--- config.mk ---
export PLATFORM = sky130hd
export DESIGN_NAME = fps_flash_protect_status
export DESIGN_NICKNAME = d
export VERILOG_FILES = /design/src/hdl/fps_pkg.sv /design/src/hdl/fps_range_check.sv /design/src/hdl/fps_scenario_check.sv /design/src/hdl/fps_flash_protect_status.sv
export VERILOG_INCLUDE_DIRS = /design/src /design/src/hdl
export SDC_FILE = /design/constraint.sdc
export NUM_CORES = 1
export LEC_CHECK = 0
export ABC_AREA = 1
export BUFFER_PORTS_ARGS = -buffer_cell sky130_fd_sc_hd__buf_2
export CAP_MARGIN = 15
export CORE_ASPECT_RATIO = 1.25
export CORE_UTILIZATION = 45
export CTS_BUF_LIST = sky130_fd_sc_hd__clkbuf_16
export CTS_CLUSTER_DIAMETER = 150
export DETAILED_ROUTE_END_ITERATION = 12
export PLACE_DENSITY = 0.85
export SYNTH_ARGS = -nofsm -noshare
export SYNTH_HDL_FRONTEND = slang
export SYNTH_SLANG_ARGS = --single-unit
--- constraint.sdc ---
create_clock -name clk -period 1.9 [get_ports clk]
set_input_delay 0.38 -clock clk [delete_from_list [all_inputs] [get_ports clk]]
set_output_delay 0.38 -clock clk [all_outputs]
set_load 0.005 [all_outputs]
--- src/hdl/fps_defs.svh ---
// register indices, field positions, command codes and scenario table
// assumes byte addressing on the register bus, one 32-bit word per register
`ifndef FPS_DEFS_SVH
`define FPS_DEFS_SVH

// register indices, byte address is four times the index
`define FPS_IDX_CONFIG     4'h3
`define FPS_IDX_PROTECT    4'h4
`define FPS_IDX_STATUS     4'h5

// config fields
`define FPS_CFG_BUFFER_EMPTY_IRQ_ENABLE      7
`define FPS_CFG_COMPLETE_IRQ_ENABLE       6
`define FPS_CFG_RESET      8'h00

// protection config fields
`define FPS_PROT_POL       7
`define FPS_PROT_HDIS      5
`define FPS_PROT_HS_HI     4
`define FPS_PROT_HS_LO     3
`define FPS_PROT_LDIS      2
`define FPS_PROT_LS_HI     1
`define FPS_PROT_LS_LO     0
`define FPS_PROT_RESET     8'hA4
`define FPS_PROT_WMASK     8'hBF

// status fields
`define FPS_ST_CBE         7
`define FPS_ST_CC          6
`define FPS_ST_PROTECTION_VIOLATION_FLAG       5
`define FPS_ST_ACCESS_ERROR_FLAG      4
`define FPS_ST_BLANK       2
`define FPS_ST_FAIL        1
`define FPS_ST_DONE        0

// range limits
`define FPS_HIGH_START0    16'hF800
`define FPS_HIGH_START1    16'hF000
`define FPS_HIGH_START2    16'hE000
`define FPS_HIGH_START3    16'hC000
`define FPS_LOW_START      16'h4000
`define FPS_LOW_END0       16'h43FF
`define FPS_LOW_END1       16'h47FF
`define FPS_LOW_END2       16'h4FFF
`define FPS_LOW_END3       16'h5FFF

// command codes
`define FPS_CMD_VERIFY     8'h05
`define FPS_CMD_PROGRAM    8'h20
`define FPS_CMD_SECTOR     8'h40
`define FPS_CMD_MASS       8'h41

// allowed targets per source scenario, bit n set means scenario n allowed
`define FPS_ALLOW_FROM0    8'h0F
`define FPS_ALLOW_FROM1    8'h0A
`define FPS_ALLOW_FROM2    8'h0C
`define FPS_ALLOW_FROM3    8'h08
`define FPS_ALLOW_FROM4    8'h18
`define FPS_ALLOW_FROM5    8'h30
`define FPS_ALLOW_FROM6    8'h5A
`define FPS_ALLOW_FROM7    8'hFF

`endif

--- src/hdl/fps_pkg.sv ---
// types shared by the protection and status logic
// assumes fps_defs.svh for all numeric constants except the sequence state codes, which are set here
package fps_pkg;

  typedef logic [2:0] fps_scenario_type;

  typedef enum logic [1:0] {
    FPS_SEQ_IDLE = 2'b00,
    FPS_SEQ_ADDR = 2'b01,
    FPS_SEQ_CMD  = 2'b10
  } fps_seq_type;

endpackage : fps_pkg

--- src/hdl/fps_range_check.sv ---
// address protection check against the protection config
// assumes config and address stable within the cycle, pure combinational
`timescale 1ns/1ps
`include "fps_defs.svh"

module fps_range_check
  import fps_pkg::*;
(
  input  wire logic [7:0]  protCfg,
  input  wire logic [15:0] addr,
  output      logic        isProtected
);

  logic [15:0] highStart;
  logic [15:0] lowEnd;
  logic        inHigh;
  logic        inLow;
  logic        hiSel;
  logic        loSel;

  always_comb begin
    unique case (protCfg[`FPS_PROT_HS_HI:`FPS_PROT_HS_LO])
      2'b00: highStart = `FPS_HIGH_START0;
      2'b01: highStart = `FPS_HIGH_START1;
      2'b10: highStart = `FPS_HIGH_START2;
      2'b11: highStart = `FPS_HIGH_START3;
    endcase
    unique case (protCfg[`FPS_PROT_LS_HI:`FPS_PROT_LS_LO])
      2'b00: lowEnd = `FPS_LOW_END0;
      2'b01: lowEnd = `FPS_LOW_END1;
      2'b10: lowEnd = `FPS_LOW_END2;
      2'b11: lowEnd = `FPS_LOW_END3;
    endcase
  end

  assign inHigh = (addr >= highStart);
  assign inLow  = (addr >= `FPS_LOW_START) && (addr <= lowEnd);
  assign hiSel  = !protCfg[`FPS_PROT_HDIS] && inHigh;
  assign loSel  = !protCfg[`FPS_PROT_LDIS] && inLow;

  // polarity 1: selected ranges protected; polarity 0: selected ranges are the only open ones
  assign isProtected = protCfg[`FPS_PROT_POL] ? (hiSel || loSel)
                                              : !(hiSel || loSel);

endmodule : fps_range_check

--- src/hdl/fps_scenario_check.sv ---
// decides whether a protection scenario change is allowed
// assumes scenario codes {polarity, high disable, low disable}
`timescale 1ns/1ps
`include "fps_defs.svh"

module fps_scenario_check
  import fps_pkg::*;
(
  input  wire fps_scenario_type fromScn,
  input  wire fps_scenario_type toScn,
  output      logic             allowed
);

  logic [7:0] allowRow;

  always_comb begin
    unique case (fromScn)
      3'd0: allowRow = `FPS_ALLOW_FROM0;
      3'd1: allowRow = `FPS_ALLOW_FROM1;
      3'd2: allowRow = `FPS_ALLOW_FROM2;
      3'd3: allowRow = `FPS_ALLOW_FROM3;
      3'd4: allowRow = `FPS_ALLOW_FROM4;
      3'd5: allowRow = `FPS_ALLOW_FROM5;
      3'd6: allowRow = `FPS_ALLOW_FROM6;
      3'd7: allowRow = `FPS_ALLOW_FROM7;
    endcase
  end

  assign allowed = allowRow[toScn];

endmodule : fps_scenario_check

--- src/hdl/fps_flash_protect_status.sv ---
// protection config and status flags of the flash command controller
// assumes command engine, nonvolatile loader and cpu events on the same clock
//
// Local design decision: the Avalon-MM interface to the registers.
`timescale 1ns/1ps
`include "fps_defs.svh"

module fps_flash_protect_status
  import fps_pkg::*;
(
  input  wire logic        clk,
  input  wire logic        rstn,
  input  wire logic        ce,
  input  wire logic [5:0]  address,
  input  wire logic        read,
  input  wire logic        write,
  input  wire logic [3:0]  byteenable,
  input  wire logic [31:0] writedata,
  output      logic [31:0] readdata,
  output      logic        waitrequest,
  input  wire logic        specialMode,
  input  wire logic        nvLoad,
  input  wire logic [7:0]  nvProtValue,
  input  wire logic        flashWrite,
  input  wire logic [15:0] flashAddr,
  input  wire logic        cmdWrite,
  input  wire logic [7:0]  cmdCode,
  input  wire logic        stopReq,
  input  wire logic        cmdFetch,
  input  wire logic        allDone,
  input  wire logic        opActive,
  input  wire logic        verifyDone,
  input  wire logic        verifyErased,
  output      logic        cmdLaunch,
  output      logic [7:0]  launchCmd,
  output      logic [15:0] launchAddr,
  output      logic        bufferEmptyIrq,
  output      logic        completeIrq
);

  // ==========================================================
  // register bus handshake
  logic        waitReqFF;
  logic [31:0] readDataFF;
  logic        wrAct;
  logic [3:0]  regIdx;
  logic        wrCfg;
  logic        wrProt;
  logic        wrStat;

  assign wrAct  = write && !waitReqFF && byteenable[0] && (address[1:0] == 2'b00);
  assign regIdx = address[5:2];
  assign wrCfg  = wrAct && (regIdx == `FPS_IDX_CONFIG);
  assign wrProt = wrAct && (regIdx == `FPS_IDX_PROTECT);
  assign wrStat = wrAct && (regIdx == `FPS_IDX_STATUS);

  // one cycle of waitrequest high, then low for one edge
  always_ff @(posedge clk or negedge rstn) begin
    if (!rstn) begin
      waitReqFF <= 1'b1;
    end else if (ce) begin
      waitReqFF <= !((read || write) && waitReqFF);
    end
  end

  // ==========================================================
  // protection config
  logic [7:0]       protFF;
  logic [7:0]       nxt_prot;
  fps_scenario_type curScn;
  fps_scenario_type reqScn;
  logic             scnOk;

  assign curScn = {protFF[`FPS_PROT_POL], protFF[`FPS_PROT_HDIS], protFF[`FPS_PROT_LDIS]};

  always_comb begin
    nxt_prot = writedata[7:0] & `FPS_PROT_WMASK;
    if (!protFF[`FPS_PROT_HDIS]) begin
      nxt_prot[`FPS_PROT_HS_HI:`FPS_PROT_HS_LO] = protFF[`FPS_PROT_HS_HI:`FPS_PROT_HS_LO];
    end
    if (!protFF[`FPS_PROT_LDIS]) begin
      nxt_prot[`FPS_PROT_LS_HI:`FPS_PROT_LS_LO] = protFF[`FPS_PROT_LS_HI:`FPS_PROT_LS_LO];
    end
  end

  assign reqScn = {nxt_prot[`FPS_PROT_POL], nxt_prot[`FPS_PROT_HDIS], nxt_prot[`FPS_PROT_LDIS]};

  fps_scenario_check u_scn (
    .fromScn (curScn),
    .toScn   (reqScn),
    .allowed (scnOk)
  );

  always_ff @(posedge clk or negedge rstn) begin
    if (!rstn) begin
      protFF <= `FPS_PROT_RESET;
    end else if (ce) begin
      if (nvLoad) begin
        protFF <= nvProtValue & `FPS_PROT_WMASK;
      end else if (wrProt && scnOk) begin
        protFF <= nxt_prot;
      end
    end
  end

  // ==========================================================
  // config register
  logic [7:0] cfgFF;

  always_ff @(posedge clk or negedge rstn) begin
    if (!rstn) begin
      cfgFF <= `FPS_CFG_RESET;
    end else if (ce && wrCfg) begin
      cfgFF <= {writedata[`FPS_CFG_BUFFER_EMPTY_IRQ_ENABLE], writedata[`FPS_CFG_COMPLETE_IRQ_ENABLE], 6'h00};
    end
  end

  // ==========================================================
  // command write sequence
  fps_seq_type seqFF;
  logic [15:0] seqAddrFF;
  logic [7:0]  seqCmdFF;
  logic        cbeFF;
  logic        ccFF;
  logic        pviolFF;
  logic        accerrFF;
  logic        blankFF;
  logic        failFF;
  logic        addrProt;
  logic        cmdLegal;
  logic        cmdModifies;
  logic        errBlock;
  logic        wrCbeOne;
  logic        wrCbeZero;
  logic        launchOk;
  logic        seqAbort;
  logic        cmdViol;
  logic        seqFault;
  logic        stopFault;

  fps_range_check u_range (
    .protCfg     (protFF),
    .addr        (seqAddrFF),
    .isProtected (addrProt)
  );

  assign cmdLegal    = (cmdCode == `FPS_CMD_VERIFY) || (cmdCode == `FPS_CMD_PROGRAM) ||
                       (cmdCode == `FPS_CMD_SECTOR) || (cmdCode == `FPS_CMD_MASS);
  assign cmdModifies = (cmdCode == `FPS_CMD_PROGRAM) || (cmdCode == `FPS_CMD_SECTOR) ||
                       (cmdCode == `FPS_CMD_MASS);
  assign errBlock    = pviolFF || accerrFF || failFF;
  assign wrCbeOne    = wrStat && writedata[`FPS_ST_CBE];
  assign wrCbeZero   = wrStat && !writedata[`FPS_ST_CBE];
  assign launchOk    = wrCbeOne && (seqFF == FPS_SEQ_CMD) && !errBlock && cbeFF;
  assign seqAbort    = wrCbeZero && (seqFF != FPS_SEQ_IDLE);
  assign cmdViol     = cmdWrite && (seqFF == FPS_SEQ_ADDR) && cmdLegal && cmdModifies && addrProt;
  assign seqFault    = (cmdWrite && (seqFF != FPS_SEQ_ADDR)) ||
                       (cmdWrite && (seqFF == FPS_SEQ_ADDR) && !cmdLegal) ||
                       (flashWrite && (seqFF == FPS_SEQ_CMD)) ||
                       (wrCbeOne && (seqFF == FPS_SEQ_ADDR));
  assign stopFault   = stopReq && !ccFF;

  always_ff @(posedge clk or negedge rstn) begin
    if (!rstn) begin
      seqFF     <= FPS_SEQ_IDLE;
      seqAddrFF <= 16'h0000;
      seqCmdFF  <= 8'h00;
    end else if (ce) begin
      unique case (seqFF)
        FPS_SEQ_IDLE: begin
          if (flashWrite && !errBlock) begin
            seqFF     <= FPS_SEQ_ADDR;
            seqAddrFF <= flashAddr;
          end
        end
        FPS_SEQ_ADDR: begin
          if (seqAbort || seqFault || cmdViol) begin
            seqFF <= FPS_SEQ_IDLE;
          end else if (cmdWrite) begin
            seqFF    <= FPS_SEQ_CMD;
            seqCmdFF <= cmdCode;
          end
        end
        FPS_SEQ_CMD: begin
          if (launchOk || seqAbort || seqFault || errBlock) begin
            seqFF <= FPS_SEQ_IDLE;
          end
        end
        default: begin
          seqFF <= FPS_SEQ_IDLE;
        end
      endcase
    end
  end

  // ==========================================================
  // launch to command engine
  always_ff @(posedge clk or negedge rstn) begin
    if (!rstn) begin
      cmdLaunch  <= 1'b0;
      launchCmd  <= 8'h00;
      launchAddr <= 16'h0000;
    end else if (ce) begin
      cmdLaunch <= launchOk;
      if (launchOk) begin
        launchCmd  <= seqCmdFF;
        launchAddr <= seqAddrFF;
      end
    end
  end

  // ==========================================================
  // status flags, a set in the same cycle as a clear wins, except ccFF where a launch beats allDone
  always_ff @(posedge clk or negedge rstn) begin
    if (!rstn) begin
      cbeFF <= 1'b1;
    end else if (ce) begin
      if (cmdFetch) begin
        cbeFF <= 1'b1;
      end else if (launchOk) begin
        cbeFF <= 1'b0;
      end
    end
  end

  always_ff @(posedge clk or negedge rstn) begin
    if (!rstn) begin
      ccFF <= 1'b1;
    end else if (ce) begin
      if (allDone && !launchOk) begin
        ccFF <= 1'b1;
      end else if (launchOk) begin
        ccFF <= 1'b0;
      end
    end
  end

  always_ff @(posedge clk or negedge rstn) begin
    if (!rstn) begin
      pviolFF <= 1'b0;
    end else if (ce) begin
      if (cmdViol) begin
        pviolFF <= 1'b1;
      end else if (wrStat && writedata[`FPS_ST_PROTECTION_VIOLATION_FLAG]) begin
        pviolFF <= 1'b0;
      end
    end
  end

  always_ff @(posedge clk or negedge rstn) begin
    if (!rstn) begin
      accerrFF <= 1'b0;
    end else if (ce) begin
      if (seqAbort || seqFault || stopFault) begin
        accerrFF <= 1'b1;
      end else if (wrStat && writedata[`FPS_ST_ACCESS_ERROR_FLAG]) begin
        accerrFF <= 1'b0;
      end
    end
  end

  always_ff @(posedge clk or negedge rstn) begin
    if (!rstn) begin
      blankFF <= 1'b0;
    end else if (ce) begin
      if (verifyDone && verifyErased) begin
        blankFF <= 1'b1;
      end else if (launchOk) begin
        blankFF <= 1'b0;
      end
    end
  end

  // software must clear this before a new sequence, else launches stay blocked
  always_ff @(posedge clk or negedge rstn) begin
    if (!rstn) begin
      failFF <= 1'b0;
    end else if (ce) begin
      if (specialMode && verifyDone && !verifyErased) begin
        failFF <= 1'b1;
      end else if (specialMode && wrStat && writedata[`FPS_ST_FAIL]) begin
        failFF <= 1'b0;
      end
    end
  end

  // ==========================================================
  // read data and interrupt requests
  logic [7:0] statusView;

  always_comb begin
    statusView                = 8'h00;
    statusView[`FPS_ST_CBE]    = cbeFF;
    statusView[`FPS_ST_CC]     = ccFF;
    statusView[`FPS_ST_PROTECTION_VIOLATION_FLAG]  = pviolFF;
    statusView[`FPS_ST_ACCESS_ERROR_FLAG] = accerrFF;
    statusView[`FPS_ST_BLANK]  = blankFF;
    statusView[`FPS_ST_FAIL]   = specialMode && failFF;
    statusView[`FPS_ST_DONE]   = specialMode && !opActive;
  end

  always_ff @(posedge clk or negedge rstn) begin
    if (!rstn) begin
      readDataFF <= 32'h0000_0000;
    end else if (ce && (read && waitReqFF)) begin
      unique case (regIdx)
        `FPS_IDX_CONFIG:  readDataFF <= {24'h00_0000, cfgFF};
        `FPS_IDX_PROTECT: readDataFF <= {24'h00_0000, protFF};
        `FPS_IDX_STATUS:  readDataFF <= {24'h00_0000, statusView};
        default:          readDataFF <= 32'h0000_0000;
      endcase
    end
  end

  always_ff @(posedge clk or negedge rstn) begin
    if (!rstn) begin
      bufferEmptyIrq <= 1'b0;
      completeIrq    <= 1'b0;
    end else if (ce) begin
      bufferEmptyIrq <= cbeFF && cfgFF[`FPS_CFG_BUFFER_EMPTY_IRQ_ENABLE];
      completeIrq    <= ccFF && cfgFF[`FPS_CFG_COMPLETE_IRQ_ENABLE];
    end
  end

  assign waitrequest = waitReqFF;
  assign readdata    = readDataFF;

endmodule : fps_flash_protect_status

Word level (Yosys, flattened, before mapping) --
Memories as Yosys holds them, arrays and structs flattened. Index checks and enable logic that the tools add are counted.
Operators by class: magnitude comparators 4, reductions and logical operators 99, bitwise gates (word level) 1, equal/unequal tests 19, mux-type cells 25
Operators with widths (count):
- $pmux 16 s4 | 2
- $logic_and 1x1->1 | 42
- $pmux 8 s3 | 1
- $reduce_bool 2->1 | 10
- $logic_or 1x1->1 | 18
- $eq 8x7->1 const B | 2
- $ge 16x15->1 const B | 1
- $ge 16x16->1 | 1
- $le 16x16->1 | 1
- $mux 8 | 2
- $reduce_and 2->1 | 8
- $logic_not 1->1 | 12
- $mux 1 | 12
- $mux 2 | 6
- $eq 2x2->1 const B | 5
- $reduce_and 3->1 | 3
- $eq 4x3->1 const B | 2
- $eq 8x3->1 const B | 1
- $eq 8x6->1 const B | 1
- $logic_not 2->1 | 4
- $reduce_and 4->1 | 2
- $eq 2x1->1 const B | 3
- $pmux 2 s3 | 1
- $eq 4x2->1 const B | 1
- other kinds (6) | 7
Storage, ports and cells: output and inout port bits 60, register bits 102, input bits 89, memories kept 1, memory bits (read-only) 64
Memory list:
- (no name shown) | depth 8, bits a word 8, rd ports 1, clocked after memory_dff 0, wr ports 0, RTL line fps_scenario_check.sv:17 | unique case (fromScn)

Depth between registers and ports, before layout --
Gate-level depths: netlist of the first run.
word-level depth 14, gate-level depth with buffers 17

By module --
From an unflattened synthesis of the first run, not the netlist that was laid out.
Unflattened totals: cells, all modules 542, area, all modules 4232.8 sq um
By module, submodules not included:
- fps_flash_protect_status | seq. area each 1934.4 sq um, cells each 448, area each 3802.4 sq um, times used 1
- fps_range_check | seq. area each 0.0 sq um, cells each 68, area each 317.8 sq um, times used 1
- fps_scenario_check | seq. area each 0.0 sq um, cells each 26, area each 112.6 sq um, times used 1

Worst setup path before layout of the first run --
No wires, ideal clock.
path kind register -> register, from register protFF[4], to register seqCmdFF[0], cell stages (with the launch flop) 17, clock period less this slack 1772 ps, buffers on the path 0, path slack 128 ps, arrival time 1655 ps, setup time 117 ps, path through dfrtp_1 > nand2_1 > inv_1 > ha_1 > nand2_1 > inv_1 > nand2_1 > nor2_1 > nand2_1 > nand2_1 > nand2_1 > nand2_1 > nand2_1 > nand3_1 > nand4_2 > nand2_1 > nand2_1
On the way: longest elaborated chain between the ends 11, elaborated cells between the ends (all ways) 14, classes of those cells order compare (1); eq/ne (3); mux (2); bitwise (1); reduce/logical (7)
RTL lines:
- from (decl) | RTL line fps_flash_protect_status.sv:68 | logic [7:0] protFF;
- from (signal assigned) | RTL line fps_flash_protect_status.sv:96 | protFF <= `FPS_PROT_RESET;
- from (signal assigned) | RTL line fps_flash_protect_status.sv:99 | protFF <= nvProtValue & `FPS_PROT_WMASK;
- from (signal assigned) | RTL line fps_flash_protect_status.sv:101 | protFF <= nxt_prot;
- $eq 2x2->1 (tied with other cells) | RTL line fps_range_check.sv:22 | unique case (protCfg[`FPS_PROT_HS_HI:`FPS_PROT_HS_LO])
- $pmux 16 s4 (*) | RTL line fps_range_check.sv:22
- $ge 16x16->1 (*) | RTL line fps_range_check.sv:36 | assign inHigh = (addr >= highStart);
- $logic_and 1x1->1 (*) | RTL line fps_range_check.sv:38 | assign hiSel = !protCfg[`FPS_PROT_HDIS] && inHigh;
- $logic_or 1x1->1 (*) | RTL line fps_range_check.sv:42, fps_range_check.sv:43
- $logic_not 1->1 | RTL line fps_range_check.sv:43 | : !(hiSel || loSel);
- $mux 1 (*) | RTL line fps_range_check.sv:42 | assign isProtected = protCfg[`FPS_PROT_POL] ? (hiSel || loSel)
- $logic_and 1x1->1 (*) | RTL line fps_flash_protect_status.sv:156 | assign cmdViol = cmdWrite && (seqFF == FPS_SEQ_ADDR) && cmdLegal && cmdModifies && addrProt;
- $logic_or 1x1->1 (*) | RTL line fps_flash_protect_status.sv:177 | if (seqAbort || seqFault || cmdViol) begin
- $not 1->1 (no line) (*)
- $reduce_and 4->1 (no line) (*)
- to (signal assigned) | RTL line fps_flash_protect_status.sv:181 | seqCmdFF <= cmdCode;
- to (decl) | RTL line fps_flash_protect_status.sv:122 | logic [7:0] seqCmdFF;
Mark *: on every way between the ends. The rest lies on a longest branch, timed or not. The select of a mux whose other input is x is not followed. A chain may end at the register's enable or synchronous reset.

Worst setup path in the final report of the first run --
from register protFF[4], to register seqFF[0]
On the way: longest elaborated chain between the ends 11, elaborated cells between the ends (all ways) 16, classes of those cells order compare (1); eq/ne (4); mux (4); reduce/logical (7)
RTL lines:
- $eq 2x2->1 (tied with other cells) | RTL line fps_range_check.sv:22
- $pmux 16 s4 (*) | RTL line fps_range_check.sv:22
- $ge 16x16->1 (*) | RTL line fps_range_check.sv:36
- $logic_and 1x1->1 (*) | RTL line fps_range_check.sv:38
- $logic_or 1x1->1 (*) | RTL line fps_range_check.sv:42, fps_range_check.sv:43
- $logic_not 1->1 | RTL line fps_range_check.sv:43
- $mux 1 (*) | RTL line fps_range_check.sv:42
- $logic_and 1x1->1 (*) | RTL line fps_flash_protect_status.sv:156
- $logic_or 1x1->1 (*) | RTL line fps_flash_protect_status.sv:177
- $ne 3x2->1 (no line) or $mux 2 (tied branches)
- $reduce_and 4->1 (no line) or $pmux 2 s3 (tied branches)
- to (signal assigned) | RTL line fps_flash_protect_status.sv:165 | seqFF <= FPS_SEQ_IDLE;
- to (signal assigned) | RTL line fps_flash_protect_status.sv:178 | seqFF <= FPS_SEQ_IDLE;
- to (signal assigned) | RTL line fps_flash_protect_status.sv:180 | seqFF <= FPS_SEQ_CMD;
- to (decl) | RTL line fps_flash_protect_status.sv:120 | fps_seq_type seqFF;
Marked as above.

==> results of run 1 <==
report_power, final:
| group | internal (mW) | total, mW | switching (mW) |
|---|---|---|---|
| clock | 0.997 | 1.65 | 0.651 |
| combinational | 0.339 | 0.836 | 0.498 |
| sequential | 1.80 | 1.93 | 0.129 |
cells by family after synthesis:
group,synth area share (%)
adder cells (fa/ha/maj),2.18
other,0.0933
flip-flops,48.1
multiplexers,1.62
AND/OR/NAND/NOR,26.3
AO/OA/AOI/OAI,9.71
buffers and inverters,12.0
final timing paths:
path / from / to / cells past startpoint
min in group asynchronous: rstn / readdata[1] / 2
hold reg to reg: launchCmd[1] / launchCmd[1] / 2
setup / recovery: protFF[4] / seqFF[0] / 17
max in group asynchronous: rstn / seqAddrFF[9] / 3
setup reg to reg: protFF[4] / seqFF[0] / 17
hold / removal: verifyErased / failFF / 2
cell type report:
cell class                      count  area (um2)  area share [%]
Inverter                           61         231            4.58
Tap cell                          120         150            2.97
Timing Repair Buffer              116         656            13.0
Multi-Input combinational cell    361        1800            35.7
Sequential cell                    77        1930            38.2
Clock buffer                        9         225            4.45
Clock inverter                      6        57.6            1.14
synth_stat cells:
| cell | count | area (um2) |
|---|---|---|
| o21ai_1 | 11 | 55.1 |
| a22oi_1 | 1 | 7.51 |
| a21oi_1 | 20 | 100 |
| buf_6 | 3 | 33.8 |
| nor2_4 | 2 | 22.5 |
| nand3_2 | 1 | 10.0 |
| conb_1 | 1 | 3.75 |
| nor2_2 | 5 | 31.3 |
| nor3_2 | 1 | 10.0 |
| buf_2 | 5 | 25.0 |
| ha_1 | 7 | 87.6 |
| nand2_1 | 167 | 627 |
| dfrtp_1 | 71 | 1780 |
| nand3_4 | 1 | 17.5 |
| nand3b_1 | 1 | 7.51 |
| o21ai_0 | 30 | 150 |
| o22ai_1 | 3 | 18.8 |
| clkinv_1 | 1 | 3.75 |
| buf_4 | 24 | 180 |
| clkbuf_1 | 4 | 15.0 |
| nand3_1 | 20 | 100 |
| dfstp_2 | 6 | 158 |
| o31ai_1 | 2 | 15.0 |
| inv_1 | 58 | 218 |
| nand4_1 | 4 | 25.0 |
| nor3_1 | 4 | 20.0 |
| o21ai_2 | 5 | 43.8 |
| and2_1 | 1 | 6.26 |
| mux2_2 | 4 | 45.0 |
| mux2i_1 | 2 | 20.0 |
| nand2_2 | 1 | 6.26 |
| nand4_2 | 1 | 12.5 |
| inv_2 | 2 | 7.51 |
| nor2_1 | 43 | 161 |
flip-flops by register name, indices dropped and copies added, names as in the netlist:
register / cells
launchAddr: 16
seqAddrFF: 16
launchCmd: 8
readdata: 8
seqCmdFF: 8
protFF: 7
cfgFF: 2
seqFF: 2
accerrFF: 1
blankFF: 1
bufferEmptyIrq: 1
cbeFF: 1
ccFF: 1
cmdLaunch: 1
completeIrq: 1
failFF: 1
pviolFF: 1
waitrequest: 1
per-layer routing:
metal | GRT usage, % | up-vias | wire [um]
li1 | - | 1788 | -
met1 | 27.0 | 1690 | 3830
met2 | 36.6 | 133 | 4900
met3 | 4.91 | 32 | 598
met4 | 11.9 | 0 | 332
met5 | 0 | - | 0
metrics by stage:
step	TNS (ns)	total power [mW]	cell area [um2]	setup slack, ns
2_1_floorplan	0	2.40	4110	0.128
3_3_place_gp	-0.873	2.63	4620	-0.0963
3_5_place_dp	-1.78	2.68	4620	-0.194
4_1_cts	-0.946	4.40	5000	-0.111
5_1_grt	-1.94	4.63	5060	-0.208
6_report	-0.605	4.41	5060	-0.0902
timing repair:
item / in CTS / in global routing
pin swaps: 12 / 8
endpoints found under the setup margin: 11 / 29
hold endpoints to repair: 16 / 0
resized for setup: 19 / 19
hold buffers: 1 / 0
buffers inserted: 1 / 3
==> results.tsv, run 1 <==
stage	metric	value	unit
status	status	finished with violations	
status	violations	setup timing	
route	first_iter_violations	310	
layout	final_common_cell	nand2_1	
power_and_ir_drop	p_leak	2.83	nW
critical_path	end_kind	flip-flop	
route	routedWlPerCell	12.9	um
critical_path	cp.required	2.11	ns
critical_path	path_buf_inv	3	
cts	h-tree-depth	3	
power_and_ir_drop	peakVddDrop	0.528	mV
sta	fin_skew	0.00738	ns
cts	clkLatencyLatePin	0.34	ns
global_route	grt_use_total	22.2	%
layout	utilization	58.5	%
critical_path	worst-r2r-setup-slack	-0.09	ns
place	port_buffers	96	
global_route	grt_pass1_wl	15.9	mm
power_and_ir_drop	powerDensity	872	mW/mm2
critical_path	crit_arrival	2.20	ns
global_route	antenna_found_initial	0	
global_route	grt_pass1_vias	3545	
cts	cts_buffers	9	
critical_path	slowest_stage	dfrtp_1	
synthesis	yosysUniqueCellTypes	34	
route	final_antenna_net_count	0	
cts	cts_sinks	77	
cts	cts_tree	done	
route	vias_per_cell	4.86	
synthesis	yosysWarnings	0	
die	core.rowCount	38	
layout	fin_cells	750	
route	num_vias	3643	
synthesis	synth_seq_area_share	48.1	%
die	coreArea	0.00865	mm2
sta	hold_viol_final	0	
critical_path	cpPeakStageDelay	0.42	ns
global_route	grt_overflow	0	
sta	fin_crit	1.99	ns
place	dp_cells	731	
sta	layout_setup_ws	-0.0902	ns
die	design.die.area	0.00932	mm2
critical_path	worstPathCellList	nand2_1 > inv_2 > ha_4 > nand2_2 > inv_2 > nand2_2 > nor2_2 > nand2_1 > nand2_1 > nand2_2 > nand3_2 > nand3_4 > buf_6 > nand3_2 > nand2_2 > nand2_2 > nand2_2	
layout	final_nets	722	
layout	fillers	794	
layout	syn_to_final_growth	25.8	%
sta	rsz0062_at_grt	yes	
sta	finalSetupViolCount	11	
run	drv_cap	0	
cts	clockBufferDepth	2	
sta	period_share	105	%
die	initial_core_util	46.5	%
critical_path	crit_top_cell	nand2_2	
die	num_io_pins	149	
min_path	hp-class	in2reg	
route	dr.pass1.iters	4	
die	dieHeight	108	um
global_route	grt_start_max_net_pins	39	
route	routed_wirelength	9.66	mm
cts	cts_root_buffer	clkbuf_16	
critical_path	critPathKind	reg2reg	
synthesis	synth_seq_cells	77	
die	dieWidth	86.6	um
sta	fmax	0.502	GHz
route	drc_errors	0	
place	place_hpwl	7.10	mm
critical_path	worstPathMaxFanout	4	
synthesis	syn_avg_cell_area	7.85	um2
critical_path	critical_path.top_delay_family	simple AND/OR/NAND/NOR gates	
layout	n_antenna_cell	0	
layout	final_cell_mix	154 x nand2_1, 95 x buf_2, 71 x dfrtp_1	
synthesis	netlist_area	0.00402	mm2
sta	slew_viol_final	0	
critical_path	cp-start-kind	flip-flop	
synthesis	synthCells	512	
sta	hold_ws	0.258	ns
layout	drive_gt1_share	29.2	%
place	gp_congestion	0.908	
cts	path_clk_slew	0.06	ns
No activity file was read; power rests on OpenSTA's default activity.
==> run 2, diff against run 1 <==
- TNS_END_PERCENT: default -> 50
==> run 2 against run 1 <==
Effect of this change: clock-buffer cell count is the same; sequential cell count is the same; sequential power is essentially flat; the flow still finishes with violations (setup timing); clock power is essentially flat; non-clock buffer count is the same; final area is essentially flat; first-iteration DRC count is the same.
==> results.tsv, run 2 (same netlist as run 1, synthesis figures left out) <==
stage	metric	value	unit
status	status	finished with violations	
status	violations	setup timing	
layout	largestRegisters	launchAddr: 16 flops, seqAddrFF: 16 flops	
layout	n_antenna_cell	0	
global_route	gr-usage-met1	27.0	%
sta	rsz0062_at_grt	yes	
power_and_ir_drop	clkPwrFrac	37.3	%
global_route	grt_start_max_net_pins	39	
critical_path	crit_arrival	2.20	ns
cts	cts_sinks	77	
power_and_ir_drop	p_sw_share	28.9	%
cts	h-tree-depth	3	
layout	final_area	0.00506	mm2
sta	tightestPinTransition	0.642	ns
place	placed_area	0.00462	mm2
route	final_antenna_net_count	0	
global_route	busiest_layer	met2	
layout	drive_gt1_share	29.2	%
route	drc_errors	0	
place	place_hpwl	7.10	mm
die	initial_core_util	46.5	%
layout	final_nets	722	
cts	path_clk_slew	0.06	ns
power_and_ir_drop	intPower	3.14	mW
sta	fin_crit	1.99	ns
global_route	grt_use_total	22.2	%
route	first_iter_violations	310	
power_and_ir_drop	p_comb_share	18.9	%
power_and_ir_drop	peakVddDrop	0.528	mV
layout	utilization	58.4	%
global_route	grt_overflow	0	
route	routed_wirelength	9.65	mm
power_and_ir_drop	p_leak	2.83	nW
sta	fin_skew	0.00737	ns
global_route	antenna_found_initial	0	
power_and_ir_drop	powerDensity	873	mW/mm2
sta	period_share	105	%
route	routedWlPerCell	12.9	um
sta	finalSetupTns	-0.604	ns
layout	final_cell_mix	154 x nand2_1, 95 x buf_2, 71 x dfrtp_1	
sta	slew-limit-headroom	57.1	%
die	coreArea	0.00865	mm2
layout	fillers	793	
die	design.die.area	0.00932	mm2
layout	syn_to_final_growth	25.7	%
place	port_buffers	96	
cts	cts_buffers	9	
route	vias_per_cell	4.86	
min_path	hp-class	in2reg	
layout	final_common_cell	nand2_1	
sta	hold_viol_final	0	
die	dieWidth	86.6	um
global_route	met2_usage	36.6	%
global_route	grt_pass1_wl	15.9	mm
cts	cts_root_buffer	clkbuf_16	
place	gp_congestion	0.908	
die	num_io_pins	149	
critical_path	worstPathMaxFanout	4	
sta	layout_setup_ws	-0.0901	ns
route	num_vias	3644	
critical_path	end_kind	flip-flop	
global_route	grt_pass1_vias	3545	
critical_path	critPathKind	reg2reg	
die	dieHeight	108	um
cts	clockBufferDepth	2	
run	drv_cap	0	
sta	fmax	0.502	GHz
sta	slew_viol_final	0	
power_and_ir_drop	p_sw	1.28	mW
sta	finalSetupViolCount	11	
die	core.rowCount	38	
route	dr.pass1.iters	4	
critical_path	cp-start-kind	flip-flop	
cts	cts_tree	done	
critical_path	cp.required	2.11	ns
power_and_ir_drop	pwr-share-seq	43.7	%
cts	clkLatencyLatePin	0.34	ns
global_route	gr-usage-met3	4.91	%
-- run 2: cell count changes in the layout (fill, tap and decap cells not counted) --
cell and delta:
inv_2 +1, inv_4 -1
-- run 2: worst paths after layout --
| check | slack, ns | cells after the start | to | from |
|---|---|---|---|---|
| setup / recovery | -0.09 | 17 | seqFF[0] | protFF[4] |
| hold / removal | 0.26 | 2 | failFF | verifyErased |
| min in group asynchronous | 0.50 | 2 | readdata[1] | rstn |
| max in group asynchronous | 0.85 | 3 | seqAddrFF[9] | rstn |
| hold reg to reg | 0.47 | 2 | launchCmd[1] | launchCmd[1] |
| setup reg to reg | -0.09 | 17 | seqFF[0] | protFF[4] |
-- run 2: power by group through the flow --
stage	Combinational, mW	Clock, mW	Sequential, mW
2_1_floorplan	0.482	0	1.92
3_3_place_gp	0.697	0	1.94
3_5_place_dp	0.733	0	1.95
4_1_cts	0.806	1.67	1.92
5_1_grt	0.940	1.74	1.95
6_report	0.836	1.65	1.93
-- run 2: timing repair --
item / 4_1_cts / 5_1_grt
hold buffers: 1 / 0
hold endpoints to repair: 16 / 0
setup endpoints to repair: 11 / 29
setup buffers: 1 / 3
resized for setup: 19 / 17
pin swaps: 12 / 8
-- run 2: final cells by class --
cell class	instances	area, um2	area share, %
Sequential cell	77	1930	38.3
Multi-Input combinational cell	361	1800	35.7
Timing Repair Buffer	116	656	13.0
Inverter	61	229	4.53
Clock buffer	9	225	4.45
Tap cell	120	150	2.97
Clock inverter	6	57.6	1.14
-- run 2: stage by stage --
step	setup WS (ns)	hold WS [ns]	power (mW)	cells
floorplan	0.128	0.0844	2.40	535
global placement	-0.0963	0.305	2.63	731
detailed placement	-0.194	0.305	2.68	731
CTS	-0.111	0.251	4.40	748
global route	-0.208	0.258	4.63	750
finish	-0.0901	0.258	4.41	750
-- run 2: per-layer routing --
metal / wire length, um / share of wire, %
met2: 4900 / 51
met4: 326 / 3.4
met5: 0 / 0
met3: 605 / 6.3
met1: 3810 / 40
-- run 2: critical path, stage by stage, from the launching register on --
cell,delay (ns)
dfrtp_1,0.42
nand2_1,0.09
inv_2,0.04
ha_4,0.27
nand2_2,0.05
inv_2,0.06
nand2_2,0.06
nor2_2,0.08
nand2_1,0.05
nand2_1,0.08
nand2_2,0.06
nand3_2,0.08
nand3_4,0.12
buf_6,0.15
nand3_2,0.05
nand2_2,0.05
nand2_2,0.08
nand2_2,0.05
